File: config.mk
export PLATFORM = sky130hd
export DESIGN_NAME = drive_sequencer
export DESIGN_NICKNAME = d
export VERILOG_FILES = /design/src/hdl/drive_seq_pkg.sv /design/src/hdl/tick_divider.sv /design/src/hdl/drive_sequencer.sv
export VERILOG_INCLUDE_DIRS = /design/src /design/src/hdl
export SDC_FILE = /design/constraint.sdc
export NUM_CORES = 2
export LEC_CHECK = 0
export BUFFER_PORTS_ARGS = -buffer_cell sky130_fd_sc_hd__buf_2
export CAP_MARGIN = 20
export CORE_ASPECT_RATIO = 1.2
export CORE_MARGIN = 3
export CORE_UTILIZATION = 40
export CTS_CLUSTER_DIAMETER = 120
export DETAILED_ROUTE_END_ITERATION = 12
export PLACE_DENSITY_LB_ADDON = 0.1
export RECOVER_POWER = 50
export SLEW_MARGIN = 20
export SYNTH_ARGS = -nofsm -noshare
export SYNTH_HDL_FRONTEND = slang
export SYNTH_SLANG_ARGS = --single-unit
File: constraint.sdc
create_clock -name ref_clk_i -period 35.1 [get_ports ref_clk_i]
set_input_delay 7.02 -clock ref_clk_i [delete_from_list [all_inputs] [get_ports ref_clk_i]]
set_output_delay 7.02 -clock ref_clk_i [all_outputs]
set_load 0.02 [all_outputs]
File: src/hdl/drive_seq_defs.svh
// Constants for the drive brake, jog and up-down sequencer
// Function
// - Stop mode 1 ends a run with DC injection braking.
// - Braking starts when decelerating output reaches brake start frequency.
// - Output is 0 for brake wait time before DC level is applied.
// - Stop brake level is a percent of motor rated current, default 50.
// - DC level is applied for brake time, then the stop ends.
// - Zero stop brake level or time skips stop braking entirely.
// - Run applies start DC level for start brake time, then accelerates.
// - Zero start level or start time means no DC injection at start.
// - Input code 11 while stopped applies DC at start level.
// - Input code 4 runs at the jog frequency.
// - Jog frequency is kept between start and maximum frequency.
// - Jog overrides every other frequency source.
// - Codes 26 and 27 are forward and reverse jog.
// - Up-down active with method 8; code 15 raises, 16 lowers.
// - Save option 1 stores frequency before stop; option 0 stores nothing.
// - Code 25 clears saved frequency, ignored while up or down held.
// - Mode 0 ramps while held, up to maximum, down to lower limit.
// - Mode 1 steps per edge; saves at falling edge when enabled.
// - Mode 1 stop keeps earlier saved value; no save otherwise.
// - Mode 2 steps per rising edge; after 3 s held ramps like mode 0.
// - Edges during an unfinished step are ignored; save at release.
// - Motor rated current defaults to 26.3 A, reference for DC levels.
// - Commands below start frequency become 0.00.
`ifndef DRIVE_SEQ_DEFS_SVH
`define DRIVE_SEQ_DEFS_SVH

// Timing
`define CLK_PERIOD_NS       40
`define TENTH_PERIOD_NS     100000000
`define RAMP_PERIOD_NS      10000000
`define TENTH_CYCLES        (`TENTH_PERIOD_NS / `CLK_PERIOD_NS)
`define RAMP_CYCLES         (`RAMP_PERIOD_NS / `CLK_PERIOD_NS)
`define UD_HOLD_TIME_S      3
`define UD_HOLD_TICKS       5'(`UD_HOLD_TIME_S * 10)

// Register offsets
`define REG_CTRL            6'h00
`define REG_BRK_START_FREQ  6'h01
`define REG_BRK_WAIT        6'h02
`define REG_STOP_LEVEL      6'h03
`define REG_STOP_TIME       6'h04
`define REG_START_LEVEL     6'h05
`define REG_START_TIME      6'h06
`define REG_JOG_FREQ        6'h07
`define REG_MAX_FREQ        6'h08
`define REG_START_FREQ      6'h09
`define REG_STEP_FREQ       6'h0A
`define REG_SAVED_FREQ      6'h0B
`define REG_RATED_CURRENT   6'h0C
`define REG_RAMP_STEP       6'h0D
`define REG_REF_FREQ        6'h0E
`define REG_FSEL_BASE       3'h2
`define REG_STATUS          6'h18
`define REG_OUT_FREQ        6'h19
`define REG_UD_REF          6'h1A

// Control register fields
`define CTRL_STOP_MODE      1:0
`define CTRL_METHOD         5:2
`define CTRL_UD_MODE        7:6
`define CTRL_SAVE_EN        8

// Reset values (frequency 0.01 Hz, time 0.1 s, current 0.1 A)
`define RST_CTRL            16'h0000
`define RST_BRK_START_FREQ  16'h01F4
`define RST_BRK_WAIT        10'h001
`define RST_STOP_LEVEL      8'h32
`define RST_STOP_TIME       10'h00A
`define RST_START_LEVEL     8'h32
`define RST_START_TIME      10'h000
`define RST_JOG_FREQ        16'h03E8
`define RST_MAX_FREQ        16'h1770
`define RST_START_FREQ      16'h0032
`define RST_STEP_FREQ       16'h0000
`define RST_SAVED_FREQ      16'h0000
`define RST_RATED_CURRENT   11'h107
`define RST_RAMP_STEP       16'h0005
`define RST_REF_FREQ        16'h0000
`define RST_FSEL            5'h00

// Codes
`define STOP_DC_BRAKE       2'h1
`define STOP_FREE_RUN       2'h2
`define METHOD_UPDOWN       4'h8
`define UD_MODE_RAMP        2'h0
`define UD_MODE_EDGE        2'h1
`define UD_MODE_COMBO       2'h2
`define FN_JOG              5'h04
`define FN_DC_AT_STOP       5'h0B
`define FN_UP               5'h0F
`define FN_DOWN             5'h10
`define FN_SAVE_CLEAR       5'h19
`define FN_FWD_JOG          5'h1A
`define FN_REV_JOG          5'h1B
`define PERCENT_DIV         19'h00064

`endif

File: src/hdl/drive_seq_pkg.sv
// Types shared by the drive sequencer
package drive_seq_pkg;
    typedef enum logic [2:0] {
        ST_STOP,
        ST_START_DC,
        ST_RUN,
        ST_DECEL,
        ST_WAIT,
        ST_BRAKE
    } seq_state_t;
endpackage : drive_seq_pkg

File: src/hdl/tick_divider.sv
// Divider for the 0.1 s timing tick and the ramp tick
`timescale 1ns/1ps
module tick_divider #(
    parameter int TENTH_CYCLES = 2500000,
    parameter int RAMP_CYCLES  = 250000
) (
    // Clock and reset
    input  wire logic ref_clk_i,
    input  wire logic rst_i,
    // Ticks
    output logic      tenth_tick_o,
    output logic      ramp_tick_o
);
    logic [22:0] tenth_cnt;
    logic [22:0] ramp_cnt;

    always_ff @(posedge ref_clk_i) begin
        if (rst_i) begin
            tenth_cnt    <= 23'h000000;
            tenth_tick_o <= 1'b0;
        end else if (tenth_cnt == 23'(TENTH_CYCLES - 1)) begin
            tenth_cnt    <= 23'h000000;
            tenth_tick_o <= 1'b1;
        end else begin
            tenth_cnt    <= tenth_cnt + 23'h000001;
            tenth_tick_o <= 1'b0;
        end
    end

    always_ff @(posedge ref_clk_i) begin
        if (rst_i) begin
            ramp_cnt    <= 23'h000000;
            ramp_tick_o <= 1'b0;
        end else if (ramp_cnt == 23'(RAMP_CYCLES - 1)) begin
            ramp_cnt    <= 23'h000000;
            ramp_tick_o <= 1'b1;
        end else begin
            ramp_cnt    <= ramp_cnt + 23'h000001;
            ramp_tick_o <= 1'b0;
        end
    end
endmodule : tick_divider

File: src/hdl/drive_sequencer.sv
// Run sequencer: DC braking, jog and up-down frequency control
//
// Design decisions made here: the register addresses and the strobed register port.
`timescale 1ns/1ps
`include "drive_seq_defs.svh"
module drive_sequencer
    import drive_seq_pkg::*;
#(
    parameter int TENTH_CYCLES = `TENTH_CYCLES,
    parameter int RAMP_CYCLES  = `RAMP_CYCLES
) (
    // Clock and reset
    input  wire logic        ref_clk_i,
    input  wire logic        rst_i,
    // Register port
    input  wire logic [5:0]  addr_i,
    input  wire logic [15:0] wr_data_i,
    input  wire logic        wr_i,
    input  wire logic        rd_i,
    output logic      [15:0] rd_data_o,
    // Terminals
    input  wire logic        run_i,
    input  wire logic [7:0]  mfi_i,
    // Modulator command
    output logic      [15:0] out_freq_o,
    output logic      [7:0]  dc_level_o,
    output logic      [11:0] dc_current_o,
    output logic             reverse_o,
    output logic             brake_active_o,
    output logic             running_o
);
    logic [15:0] ctrl;
    logic [15:0] brk_start_freq;
    logic [9:0]  brk_wait;
    logic [7:0]  stop_level;
    logic [9:0]  stop_time;
    logic [7:0]  start_level;
    logic [9:0]  start_time;
    logic [15:0] jog_freq;
    logic [15:0] max_freq;
    logic [15:0] start_freq;
    logic [15:0] step_freq;
    logic [15:0] saved_freq;
    logic [10:0] rated_current;
    logic [15:0] ramp_step;
    logic [15:0] ref_freq;
    logic [4:0]  fsel [8];

    logic        tenth_tick;
    logic        ramp_tick;
    logic        run_meta;
    logic        run_sync;
    logic [7:0]  mfi_meta;
    logic [7:0]  mfi_sync;
    logic [7:0]  is_jog;
    logic [7:0]  is_fjog;
    logic [7:0]  is_rjog;
    logic [7:0]  is_dcstop;
    logic [7:0]  is_up;
    logic [7:0]  is_dn;
    logic [7:0]  is_clr;
    logic        up_lvl;
    logic        dn_lvl;
    logic        up_prev;
    logic        dn_prev;
    logic        run_cmd;
    logic        jog_on;
    logic        brake_on;
    logic        stop_evt;
    logic        ud_on;
    seq_state_t  state;
    logic [9:0]  timer;
    logic [9:0]  cur_time;
    logic        time_up;
    logic [15:0] jog_lim;
    logic [15:0] src_freq;
    logic [15:0] target;
    logic [15:0] ud_ref;
    logic [4:0]  hold_cnt;
    logic        ud_cont;
    logic        ud_busy;
    logic [16:0] ud_sum;
    logic [15:0] next_rd_data;
    logic [18:0] dc_product;

    tick_divider #(
        .TENTH_CYCLES (TENTH_CYCLES),
        .RAMP_CYCLES  (RAMP_CYCLES)
    ) u_tick (
        .ref_clk_i    (ref_clk_i),
        .rst_i        (rst_i),
        .tenth_tick_o (tenth_tick),
        .ramp_tick_o  (ramp_tick)
    );

    function automatic logic [15:0] step_toward(input logic [15:0] cur,
                                                input logic [15:0] tgt,
                                                input logic [15:0] stp);
        logic [16:0] sum;
        sum = {1'b0, cur} + {1'b0, stp};
        if (cur < tgt) begin
            step_toward = (sum > {1'b0, tgt}) ? tgt : sum[15:0];
        end else if (cur > tgt) begin
            step_toward = (stp >= cur - tgt) ? tgt : cur - stp;
        end else begin
            step_toward = cur;
        end
    endfunction : step_toward

    // Terminal synchronisers
    always_ff @(posedge ref_clk_i) begin
        if (rst_i) begin
            run_meta <= 1'b0;
            run_sync <= 1'b0;
            mfi_meta <= 8'h00;
            mfi_sync <= 8'h00;
        end else begin
            run_meta <= run_i;
            run_sync <= run_meta;
            mfi_meta <= mfi_i;
            mfi_sync <= mfi_meta;
        end
    end

    // Input function decode, one slice per terminal
    for (genvar g = 0; g < 8; g++) begin : g_fn
        assign is_jog[g]    = mfi_sync[g] && (fsel[g] == `FN_JOG);
        assign is_fjog[g]   = mfi_sync[g] && (fsel[g] == `FN_FWD_JOG);
        assign is_rjog[g]   = mfi_sync[g] && (fsel[g] == `FN_REV_JOG);
        assign is_dcstop[g] = mfi_sync[g] && (fsel[g] == `FN_DC_AT_STOP);
        assign is_up[g]     = mfi_sync[g] && (fsel[g] == `FN_UP);
        assign is_dn[g]     = mfi_sync[g] && (fsel[g] == `FN_DOWN);
        assign is_clr[g]    = mfi_sync[g] && (fsel[g] == `FN_SAVE_CLEAR);
    end

    assign up_lvl   = |is_up;
    assign dn_lvl   = |is_dn;
    assign jog_on   = |{is_jog, is_fjog, is_rjog};
    assign run_cmd  = run_sync || jog_on;
    assign ud_on    = ctrl[`CTRL_METHOD] == `METHOD_UPDOWN;
    assign brake_on = (ctrl[`CTRL_STOP_MODE] == `STOP_DC_BRAKE)
                      && (stop_level != 8'h00) && (stop_time != 10'h000);
    assign stop_evt = (state == ST_RUN) && !run_cmd;

    // Frequency source selection and limits
    always_comb begin
        if (jog_freq < start_freq) begin
            jog_lim = start_freq;
        end else if (jog_freq > max_freq) begin
            jog_lim = max_freq;
        end else begin
            jog_lim = jog_freq;
        end
        if (jog_on) begin
            src_freq = jog_lim;
        end else if (ud_on) begin
            src_freq = ud_ref;
        end else begin
            src_freq = ref_freq;
        end
        target = (src_freq > max_freq) ? max_freq : src_freq;
        if (target < start_freq) begin
            target = 16'h0000;
        end
    end

    // Duration for the timed state
    always_comb begin
        unique case (state)
            ST_START_DC: cur_time = start_time;
            ST_WAIT:     cur_time = brk_wait;
            ST_BRAKE:    cur_time = stop_time;
            default:     cur_time = 10'h000;
        endcase
        time_up = (cur_time == 10'h000) ||
                  (tenth_tick && ({1'b0, timer} + 11'h001 >= {1'b0, cur_time}));
    end

    // Run, stop and brake sequencing
    always_ff @(posedge ref_clk_i) begin
        if (rst_i) begin
            state      <= ST_STOP;
            timer      <= 10'h000;
            out_freq_o <= 16'h0000;
            dc_level_o <= 8'h00;
            reverse_o  <= 1'b0;
        end else begin
            unique case (state)
                ST_STOP: begin
                    out_freq_o <= 16'h0000;
                    timer      <= 10'h000;
                    reverse_o  <= |is_rjog;
                    if (run_cmd && (start_level != 8'h00) && (start_time != 10'h000)) begin
                        state      <= ST_START_DC;
                        dc_level_o <= start_level;
                    end else if (run_cmd) begin
                        state      <= ST_RUN;
                        dc_level_o <= 8'h00;
                    end else begin
                        dc_level_o <= (|is_dcstop) ? start_level : 8'h00;
                    end
                end
                ST_START_DC: begin
                    if (!run_cmd) begin
                        state      <= ST_STOP;
                        dc_level_o <= 8'h00;
                    end else if (time_up) begin
                        state      <= ST_RUN;
                        dc_level_o <= 8'h00;
                    end else if (tenth_tick) begin
                        timer <= timer + 10'h001;
                    end
                end
                ST_RUN: begin
                    if (!run_cmd && ctrl[`CTRL_STOP_MODE] == `STOP_FREE_RUN) begin
                        state      <= ST_STOP;
                        out_freq_o <= 16'h0000;
                    end else if (!run_cmd) begin
                        state <= ST_DECEL;
                    end else if (ramp_tick) begin
                        out_freq_o <= step_toward(out_freq_o, target, ramp_step);
                    end
                end
                ST_DECEL: begin
                    if (run_cmd) begin
                        state <= ST_RUN;
                    end else if (brake_on && out_freq_o <= brk_start_freq) begin
                        state      <= ST_WAIT;
                        out_freq_o <= 16'h0000;
                        timer      <= 10'h000;
                    end else if (out_freq_o == 16'h0000) begin
                        state <= ST_STOP;
                    end else if (ramp_tick) begin
                        out_freq_o <= step_toward(out_freq_o, 16'h0000, ramp_step);
                    end
                end
                ST_WAIT: begin
                    out_freq_o <= 16'h0000;
                    dc_level_o <= 8'h00;
                    if (time_up) begin
                        state      <= ST_BRAKE;
                        timer      <= 10'h000;
                        dc_level_o <= stop_level;
                    end else if (tenth_tick) begin
                        timer <= timer + 10'h001;
                    end
                end
                ST_BRAKE: begin
                    if (time_up) begin
                        state      <= ST_STOP;
                        dc_level_o <= 8'h00;
                    end else if (tenth_tick) begin
                        timer <= timer + 10'h001;
                    end
                end
                default: begin
                    state <= ST_STOP;
                end
            endcase
        end
    end

    // DC current command and status outputs
    assign dc_product = 19'(dc_level_o) * 19'(rated_current);
    always_ff @(posedge ref_clk_i) begin
        if (rst_i) begin
            dc_current_o   <= 12'h000;
            brake_active_o <= 1'b0;
            running_o      <= 1'b0;
        end else begin
            dc_current_o   <= 12'(dc_product / `PERCENT_DIV);
            brake_active_o <= (dc_level_o != 8'h00);
            running_o      <= (state == ST_RUN) || (state == ST_DECEL);
        end
    end

    // Up-down reference and saved frequency
    assign ud_cont = (ctrl[`CTRL_UD_MODE] == `UD_MODE_RAMP) ||
                     (ctrl[`CTRL_UD_MODE] == `UD_MODE_COMBO && hold_cnt == `UD_HOLD_TICKS);
    assign ud_busy = (state == ST_RUN) && (out_freq_o != target);
    assign ud_sum  = {1'b0, ud_ref} + {1'b0, step_freq};

    always_ff @(posedge ref_clk_i) begin
        if (rst_i) begin
            ud_ref   <= 16'h0000;
            hold_cnt <= 5'h00;
            up_prev  <= 1'b0;
            dn_prev  <= 1'b0;
        end else begin
            up_prev <= up_lvl;
            dn_prev <= dn_lvl;
            if ((up_lvl ^ dn_lvl) && tenth_tick && hold_cnt != `UD_HOLD_TICKS) begin
                hold_cnt <= hold_cnt + 5'h01;
            end else if (!(up_lvl ^ dn_lvl)) begin
                hold_cnt <= 5'h00;
            end
            if (state == ST_STOP && run_cmd && ctrl[`CTRL_SAVE_EN]) begin
                ud_ref <= saved_freq;
            end else if (ud_on && (up_lvl ^ dn_lvl)) begin
                if (ud_cont && ramp_tick) begin
                    ud_ref <= step_toward(ud_ref, up_lvl ? max_freq : start_freq,
                                          ramp_step);
                end else if (!ud_cont && ctrl[`CTRL_UD_MODE] != `UD_MODE_RAMP && !ud_busy) begin
                    if (up_lvl && !up_prev) begin
                        ud_ref <= (ud_sum > {1'b0, max_freq}) ? max_freq : ud_sum[15:0];
                    end else if (dn_lvl && !dn_prev) begin
                        ud_ref <= (ud_ref > step_freq) ? ud_ref - step_freq : 16'h0000;
                    end
                end
            end
        end
    end

    // Configuration registers; hardware save wins over a same-cycle write
    always_ff @(posedge ref_clk_i) begin
        if (rst_i) begin
            ctrl           <= `RST_CTRL;
            brk_start_freq <= `RST_BRK_START_FREQ;
            brk_wait       <= `RST_BRK_WAIT;
            stop_level     <= `RST_STOP_LEVEL;
            stop_time      <= `RST_STOP_TIME;
            start_level    <= `RST_START_LEVEL;
            start_time     <= `RST_START_TIME;
            jog_freq       <= `RST_JOG_FREQ;
            max_freq       <= `RST_MAX_FREQ;
            start_freq     <= `RST_START_FREQ;
            step_freq      <= `RST_STEP_FREQ;
            rated_current  <= `RST_RATED_CURRENT;
            ramp_step      <= `RST_RAMP_STEP;
            ref_freq       <= `RST_REF_FREQ;
            for (int i = 0; i < 8; i++) begin
                fsel[i] <= `RST_FSEL;
            end
        end else if (wr_i) begin
            unique case (addr_i)
                `REG_CTRL:           ctrl           <= wr_data_i;
                `REG_BRK_START_FREQ: brk_start_freq <= wr_data_i;
                `REG_BRK_WAIT:       brk_wait       <= wr_data_i[9:0];
                `REG_STOP_LEVEL:     stop_level     <= wr_data_i[7:0];
                `REG_STOP_TIME:      stop_time      <= wr_data_i[9:0];
                `REG_START_LEVEL:    start_level    <= wr_data_i[7:0];
                `REG_START_TIME:     start_time     <= wr_data_i[9:0];
                `REG_JOG_FREQ:       jog_freq       <= wr_data_i;
                `REG_MAX_FREQ:       max_freq       <= wr_data_i;
                `REG_START_FREQ:     start_freq     <= wr_data_i;
                `REG_STEP_FREQ:      step_freq      <= wr_data_i;
                `REG_RATED_CURRENT:  rated_current  <= wr_data_i[10:0];
                `REG_RAMP_STEP:      ramp_step      <= wr_data_i;
                `REG_REF_FREQ:       ref_freq       <= wr_data_i;
                default: begin
                    if (addr_i[5:3] == `REG_FSEL_BASE) begin
                        fsel[addr_i[2:0]] <= wr_data_i[4:0];
                    end
                end
            endcase
        end
    end

    always_ff @(posedge ref_clk_i) begin
        if (rst_i) begin
            saved_freq <= `RST_SAVED_FREQ;
        end else if (ud_on && ctrl[`CTRL_SAVE_EN] && ctrl[`CTRL_UD_MODE] != `UD_MODE_RAMP
                     && ((up_prev && !up_lvl) || (dn_prev && !dn_lvl))) begin
            saved_freq <= ud_ref;
        end else if (ud_on && ctrl[`CTRL_SAVE_EN] && stop_evt
                     && ctrl[`CTRL_UD_MODE] == `UD_MODE_RAMP) begin
            saved_freq <= ud_ref;
        end else if (ud_on && (|is_clr) && !up_lvl && !dn_lvl) begin
            saved_freq <= 16'h0000;
        end else if (wr_i && addr_i == `REG_SAVED_FREQ) begin
            saved_freq <= wr_data_i;
        end
    end

    // Read port, data valid the cycle after the strobe
    always_comb begin
        unique case (addr_i)
            `REG_CTRL:           next_rd_data = ctrl;
            `REG_BRK_START_FREQ: next_rd_data = brk_start_freq;
            `REG_BRK_WAIT:       next_rd_data = {6'h00, brk_wait};
            `REG_STOP_LEVEL:     next_rd_data = {8'h00, stop_level};
            `REG_STOP_TIME:      next_rd_data = {6'h00, stop_time};
            `REG_START_LEVEL:    next_rd_data = {8'h00, start_level};
            `REG_START_TIME:     next_rd_data = {6'h00, start_time};
            `REG_JOG_FREQ:       next_rd_data = jog_freq;
            `REG_MAX_FREQ:       next_rd_data = max_freq;
            `REG_START_FREQ:     next_rd_data = start_freq;
            `REG_STEP_FREQ:      next_rd_data = step_freq;
            `REG_SAVED_FREQ:     next_rd_data = saved_freq;
            `REG_RATED_CURRENT:  next_rd_data = {5'h00, rated_current};
            `REG_RAMP_STEP:      next_rd_data = ramp_step;
            `REG_REF_FREQ:       next_rd_data = ref_freq;
            `REG_STATUS:         next_rd_data = {8'h00, up_lvl, dn_lvl, jog_on, run_cmd,
                                                 1'b0, 3'(state)};
            `REG_OUT_FREQ:       next_rd_data = out_freq_o;
            `REG_UD_REF:         next_rd_data = ud_ref;
            default: begin
                next_rd_data = (addr_i[5:3] == `REG_FSEL_BASE) ?
                               {11'h000, fsel[addr_i[2:0]]} : 16'h0000;
            end
        endcase
    end

    always_ff @(posedge ref_clk_i) begin
        if (rst_i) begin
            rd_data_o <= 16'h0000;
        end else if (rd_i) begin
            rd_data_o <= next_rd_data;
        end else begin
            rd_data_o <= 16'h0000;
        end
    end
endmodule : drive_sequencer

Word-level counts from Yosys, hierarchy flattened
Memories as Yosys holds them, arrays and structs flattened. Index checks and enable logic that the tools add are counted.

Register bits after elaboration: 358. Bits in latches: 0. Bits in writable memories: 40. Bits in read-only memories: 0. Input port bits: 35. Output and inout bits: 55. Logic and storage cells: 408. Memories: 1.

Add/subtract/negate cells: 13. Multipliers: 1. Divide/modulo/power cells: 1. Magnitude comparators: 20. Equal/unequal tests: 105. Shift-type cells: 0. Multiplexer cells: 82. Bitwise gates (word level): 2. Reductions and logical operators: 147.

Memories: fsel (depth 8, bits a word 5, read ports 9, clocked after memory_dff 0, wr ports 8, line drive_sequencer.sv:47) `logic [4:0] fsel [8];`.

Operators by type and width (count): 16-bit two-way mux (38); 16-bit one-hot mux with 18 select lines (1); 5-bit == test (second input constant) (33); 1-bit logical AND (87); 5-bit by 4-bit == test with 1-bit output (second input constant) (16); 16-bit > comparator (5); 16-bit subtractor (5); 16-bit < comparator (4); 10-bit two-way mux (6); 16-bit by 16-bit adder with 17-bit output (3); 17-bit by 16-bit > comparator with 1-bit output (3); 10-bit one-hot mux with 5 select lines (1); 16-bit >= comparator (3); 8-bit two-way mux (6); 16-bit one-hot mux with 3 select lines (1); 23-bit by 1-bit adder with 23-bit output (second input constant) (2); 6-bit by 4-bit == test with 1-bit output (second input constant) (7); 5-bit by 3-bit == test with 1-bit output (second input constant) (8); 8-bit OR reduction (5); 3-bit two-way mux (12); 8-bit one-hot mux with 4 select lines (1); 10-bit one-hot mux with 3 select lines (1); 2-bit AND reduction (14); 6-bit by 3-bit == test with 1-bit output (second input constant) (4); 56 further kinds (105).

Depth between registers and ports, before layout
Word-level depth: 17. Mapped depth: 74. Gate-level depth less buffers: 71.

Hierarchy
Synthesis repeated with hierarchy kept, for this count alone.

Cells, all modules: 4365. Area total of the unflattened synthesis: 34363.0 sq um.

Modules (own cells, without submodules): drive_sequencer (times used 1, cells an instance 4107, area an instance 32160.8 sq um, seq. area each 7407.1 sq um); tick_divider (times used 1, cells an instance 258, area an instance 2202.1 sq um, seq. area each 960.9 sq um).

Worst setup path before layout
OpenSTA, ideal clock, no wires.

Kind: register to register. Start: register start_freq[1]. End: register out_freq_o[7]. Library setup time: 0.101 ns. Data arrival time: 11.809 ns. Required time: 34.999 ns. Setup slack: 23.190 ns. Stages on the path, launching flop included: 71. Path buffers: 5. Period minus slack after synthesis: 11.910 ns. Cell sequence: dfxtp_1 inv_1 ha_1 a21o_1 a21o_1 a21o_1 a21o_1 a21o_1 a21o_1 a21o_1 a21o_1 a21o_1 a21o_1 a21o_1 a21o_1 a21o_1 a21o_1 a21oi_1 [35 not listed] o21ai_0 a21oi_1 o21ai_0 nand2_1 a21o_1 a21o_1 xnor2_1 ha_1 nor2b_1 o21ai_0 nand2b_1 a211o_1 nand2_1 clkbuf_1 o22ai_1 nor2_1 nor2_1 o41ai_1.

Cells in the longest elaborated chain, start to end: 16. Elaborated cells between the ends (all ways): 22. Those cells by class: add/sub: 1; order compare: 7; eq/ne: 1; mux: 12; reduce/logical: 1.

RTL lines: start, declared (line drive_sequencer.sv:41) `logic [15:0] start_freq;`; start signal, assigned (line drive_sequencer.sv:326) `` start_freq <= `RST_START_FREQ; ``; start signal, assigned (line drive_sequencer.sv:345) `` `REG_START_FREQ: start_freq <= wr_data_i; ``; 16-bit < comparator (line drive_sequencer.sv:147) `if (jog_freq < start_freq) begin`; 16-bit two-way mux (line drive_sequencer.sv:147); 16-bit two-way mux (line drive_sequencer.sv:154) `if (jog_on) begin`; 16-bit > comparator (line drive_sequencer.sv:161) `target = (src_freq > max_freq) ? max_freq : src_freq;`; 16-bit two-way mux (line drive_sequencer.sv:161); 16-bit < comparator (line drive_sequencer.sv:162) `if (target < start_freq) begin`; 16-bit two-way mux (*) (line drive_sequencer.sv:162); 16-bit subtractor (line drive_sequencer.sv:104) `step_toward = (stp >= cur - tgt) ? tgt : cur - stp;`; 16-bit >= comparator (line drive_sequencer.sv:104); 16-bit two-way mux (line drive_sequencer.sv:104); 16-bit two-way mux (line drive_sequencer.sv:103) `end else if (cur > tgt) begin`; 16-bit two-way mux (line drive_sequencer.sv:101) `if (cur < tgt) begin`; 16-bit two-way mux (line drive_sequencer.sv:220) `end else if (ramp_tick) begin`; 16-bit two-way mux (line drive_sequencer.sv:218) `end else if (!run_cmd) begin`; 16-bit two-way mux (line drive_sequencer.sv:215) `` if (!run_cmd && ctrl[`CTRL_STOP_MODE] == `STOP_FREE_RUN) begin ``; 16-bit one-hot mux with 3 select lines (line drive_sequencer.sv:188) `unique case (state)`; end signal, assigned (line drive_sequencer.sv:221) `out_freq_o <= step_toward(out_freq_o, target, ramp_step);`; end signal, assigned (line drive_sequencer.sv:234) `out_freq_o <= step_toward(out_freq_o, 16'h0000, ramp_step);`; end, declared (line drive_sequencer.sv:25) `output logic [15:0] out_freq_o,`.

Mark *: on every way between the ends. The rest lies on a longest branch, timed or not. The select of a mux whose other input is x is not followed. A chain may end at the register's enable or synchronous reset.

Worst setup path after layout
Start: input port rst_i. End: register u_tick.tenth_cnt[12].

Cells in the longest elaborated chain, start to end: 1.

RTL lines: start, declared (line drive_sequencer.sv:14) `input wire logic rst_i,`; 2-bit OR reduction (no source line); end signal, assigned (line tick_divider.sv:25) `tenth_cnt <= tenth_cnt + 23'h000001;`; end, declared (line tick_divider.sv:14) `logic [22:0] tenth_cnt;`.

No other way between the ends.

==> impl_results.md <==
- Run status: complete, but fails checks
- Violated checks: max-capacitance violations, max-slew violations
- Setup TNS: 0 ps
- CTS tree: built
- IO Pins: 90
- Total of max-cap violations: 5
- Final #Nets: 4,766
- Asr flop ratio synth: 0%
- Die Height: around 330 um
- H-tree levels: 2
- CTS root buf: clkbuf_16
- Worst clock skew: between 40 and 50 ps
- GP Congestion: between 0.9 and 1
- Initial antenna violation count: 15
- Kind of critical path: in -> reg
- Top cell type's share of synthesized area: between 20% and 30%
- PD cells: roughly 47 mW/mm2
- Final ANT Viol Nets: 0
- Largest cells by area after synthesis: dfxtp_1 21%, ha_1 12%, nand2_1 6.1%
- Share of layout cells above drive strength 1: around 7.7%
- Clock-pin slew on the worst setup and hold paths: around 60 ps
- Register area share after synthesis: 24.4%
- Post-DP HPWL: about 110 mm
- Worst rel slew slack: -334%
- First-pass GRT wire length: 211 mm
- Hold Path Origin: mfi_meta[7]$_SDFF_PP0_
- Global-route usage over all layers: between 30% and 40%
- Post-synthesis cell area: 0.0342 mm2
- Post-layout minimum cycle time: between 10,000 and 15,000 ps
- Routed wire length: around 140 mm
- Routed vias/inst: ~6.1
- Final Slew Violations: 300
- Row count: roughly 120
- Worst setup EP type: flip-flop
- Largest net degree at the start of global routing: 130
- Syn Area/Cell: between 7 and 8 um2
- Post-synthesis cell type count: between 100 and 150
- Tot Pwr: 1750 uW
- WHS Endpoint: mfi_sync[7]$_SDFF_PP0_
- Area of all placed cells without fillers: 0.0375 mm2
- Reg-to-reg endpoint: out_freq_o[1]$_SDFFE_PP0P_
- Leakage: 0.0154 uW
- Chip Width: 273 um
- Hold Crit Class: reg -> reg
- First drt pass iteration count: 7
- P&R area growth vs syn: 9.39%
- CTS sink cnt: roughly 400
- R2R Path Start: start_freq[1]$_SDFFE_PP1P_
- Placeable Area: roughly 0.084 mm2
- Final setup viols: 0
- Cell taking the most area after synthesis: dfxtp_1
- Worst-margin pin slew: approximately 6500 ps
- Peak Freq: 72.7 MHz
- Crit path DAT: 14,240 ps
- Number of global-route vias before repair: ~32,000
- CTS Buf Count: roughly 50
- Hold Buf Count CTS: 0
- Cells after Synth: about 4,300
- Yosys warnings: 0
- FF+latch count, synth: 398
- DRC: 0
- # Post-CTS Setup Buffers: 0
- Worst-case clock buffer depth: 3
- Ys flop type: dfxtp_1
- Clk_lat worst skew: roughly 660 ps
- Routed via count: 33,500
- Post-Syn Nets: between 4,000 and 5,000
- Pre-CTS WS: approximately 22,000 ps
- CP Launch Type: input pin
- DR WL/cell: 26.1 um
- CP Max Fanout: between 100 and 150
- RSZ-0062 raised after global routing: no
- Worst vdd rail ir drop: 0.0000474 V
- Area post-placement: roughly 0.036 mm2
- Flop2flop setup slack: between 20,000 and 25,000 ps
- Die area: 0.0892 mm2
- Setup ws final: about 21,000 ps
- Hold path depth: 1
- Final hold vios: 0
- Cts repair resizes: 0
- R2r worst-path depth: between 60 and 70
- Congestion Overflow GR: 0
- CP required: about 36,000 ps
- Starting Density: approximately 41%
- Tcrit/Tclk final: 39.2%
- EDFF count, synth: 40
- Iteration-0 DRC Markers: between 3,000 and 4,000
- Port-buffer cells: just under 90
cells in the mapped netlist, types with 49 or more instances:
library cell / count
and2_1: 127
a21oi_1: 395
xor2_1: 82
nor2b_1: 63
o21bai_1: 49
inv_1: 240
fa_1: 62
dfxtp_1: 358
mux2i_1: 83
nand3_1: 95
a22oi_1: 70
o21ai_0: 166
clkbuf_1: 205
nand2_1: 555
xnor2_1: 94
a21o_1: 86
a211oi_1: 49
nor2_1: 367
nand2b_1: 56
nand4_1: 70
ha_1: 339
where the power goes:
part           leakage [uW]  internal, uW  switching (uW)
Sequential          0.00327           474            29.3
Combinational        0.0113           265             457
Clock              0.000792           297             232
Total                0.0154          1040             718
flip-flops by register name, indices dropped and copies added, names as in the netlist, 11 cells and up:
signal            cells
fsel                 40
u_tick.ramp_cnt      23
u_tick.tenth_cnt     23
brk_start_freq       16
ctrl                 16
jog_freq             16
max_freq             16
out_freq_o           16
ramp_step            16
rd_data_o            16
ref_freq             16
saved_freq           16
start_freq           16
step_freq            16
ud_ref               16
dc_current_o         12
rated_current        11
per-stage QoR:
| stage | hold slack [ps] | instances | util [%] |
|---|---|---|---|
| finish | 446 | 5499 | 44.5 |
| global route | 464 | 5490 | 44.5 |
| CTS | 450 | 5488 | 44.6 |
| detailed placement | 428 | 5399 | 42.6 |
| global placement | 429 | 5399 | 42.6 |
| floorplan | 413 | 4341 | - |
worst max path at each step:
stage | startpoint | to | cells past startpoint
global route | start_freq[1]$_SDFFE_PP1P_ | out_freq_o[1]$_SDFFE_PP0P_ | 68
detailed placement | start_freq[1]$_SDFFE_PP1P_ | out_freq_o[7]$_SDFFE_PP0P_ | 63
finish | rst_i | u_tick.tenth_cnt[12]$_SDFF_PP0_ | 4
CTS | start_freq[1]$_SDFFE_PP1P_ | out_freq_o[7]$_SDFFE_PP0P_ | 63
global placement | start_freq[1]$_SDFFE_PP1P_ | out_freq_o[7]$_SDFFE_PP0P_ | 63
floorplan | start_freq[1]$_SDFFE_PP1P_ | out_freq_o[7]$_SDFFE_PP0P_ | 70
layout make-up:
class,instances,area [um2]
Antenna cell,10,25.0
Clock buffer,71,1410
Clock inverter,18,233
Fill cell,8544,46700
Inverter,240,901
Multi-Input combinational cell,3465,24100
Sequential cell,398,8370
Tap cell,1121,1400
Timing Repair Buffer,176,1010
cells by family (layout without fill, tap and decap cells):
logic type                 Yosys count  in the layout  synth area share [%]
other                                0             10                     0
adders and majority gates          402            402                  16.0
buffers and inverters              478            505                  5.37
and+or+nand+nor                   1552           1552                  21.6
muxes                              121            121                  4.03
AOI/OAI and AO/OA                 1212           1212                  23.9
DFF                                398            398                  24.4
xor gates and xnor gates           178            178                  4.60
placed cells by master (no fill, tap or decap), types with 70 or more instances in the layout:
cell | synthesis | routed
a21oi_1 | 395 | 394
buf_4 | 1 | 78
a21o_1 | 86 | 86
xor2_1 | 82 | 82
inv_1 | 240 | 240
mux2i_1 | 83 | 83
a22oi_1 | 70 | 70
nor2_1 | 367 | 366
nand4_1 | 70 | 70
nand3_1 | 95 | 95
nand2_1 | 555 | 555
ha_1 | 339 | 339
dfxtp_1 | 358 | 358
o21ai_0 | 166 | 164
and2_1 | 127 | 99
xnor2_1 | 94 | 94
worst max-delay path, cell delays in order:
cell,delay (ps)
clkbuf_1,1170
clkbuf_1,4520
or2_0,1160
nor2_1,120
layer usage:
layer | wire (um) | share of wire, % | global-route usage, %
met5 | 41 | 0.029 | 0
met4 | 11600 | 8.1 | 21.1
met3 | 11000 | 7.7 | 6.55
met2 | 65900 | 46 | 51.2
met1 | 54800 | 38 | 36.3
No activity file was read; power rests on OpenSTA's default activity.
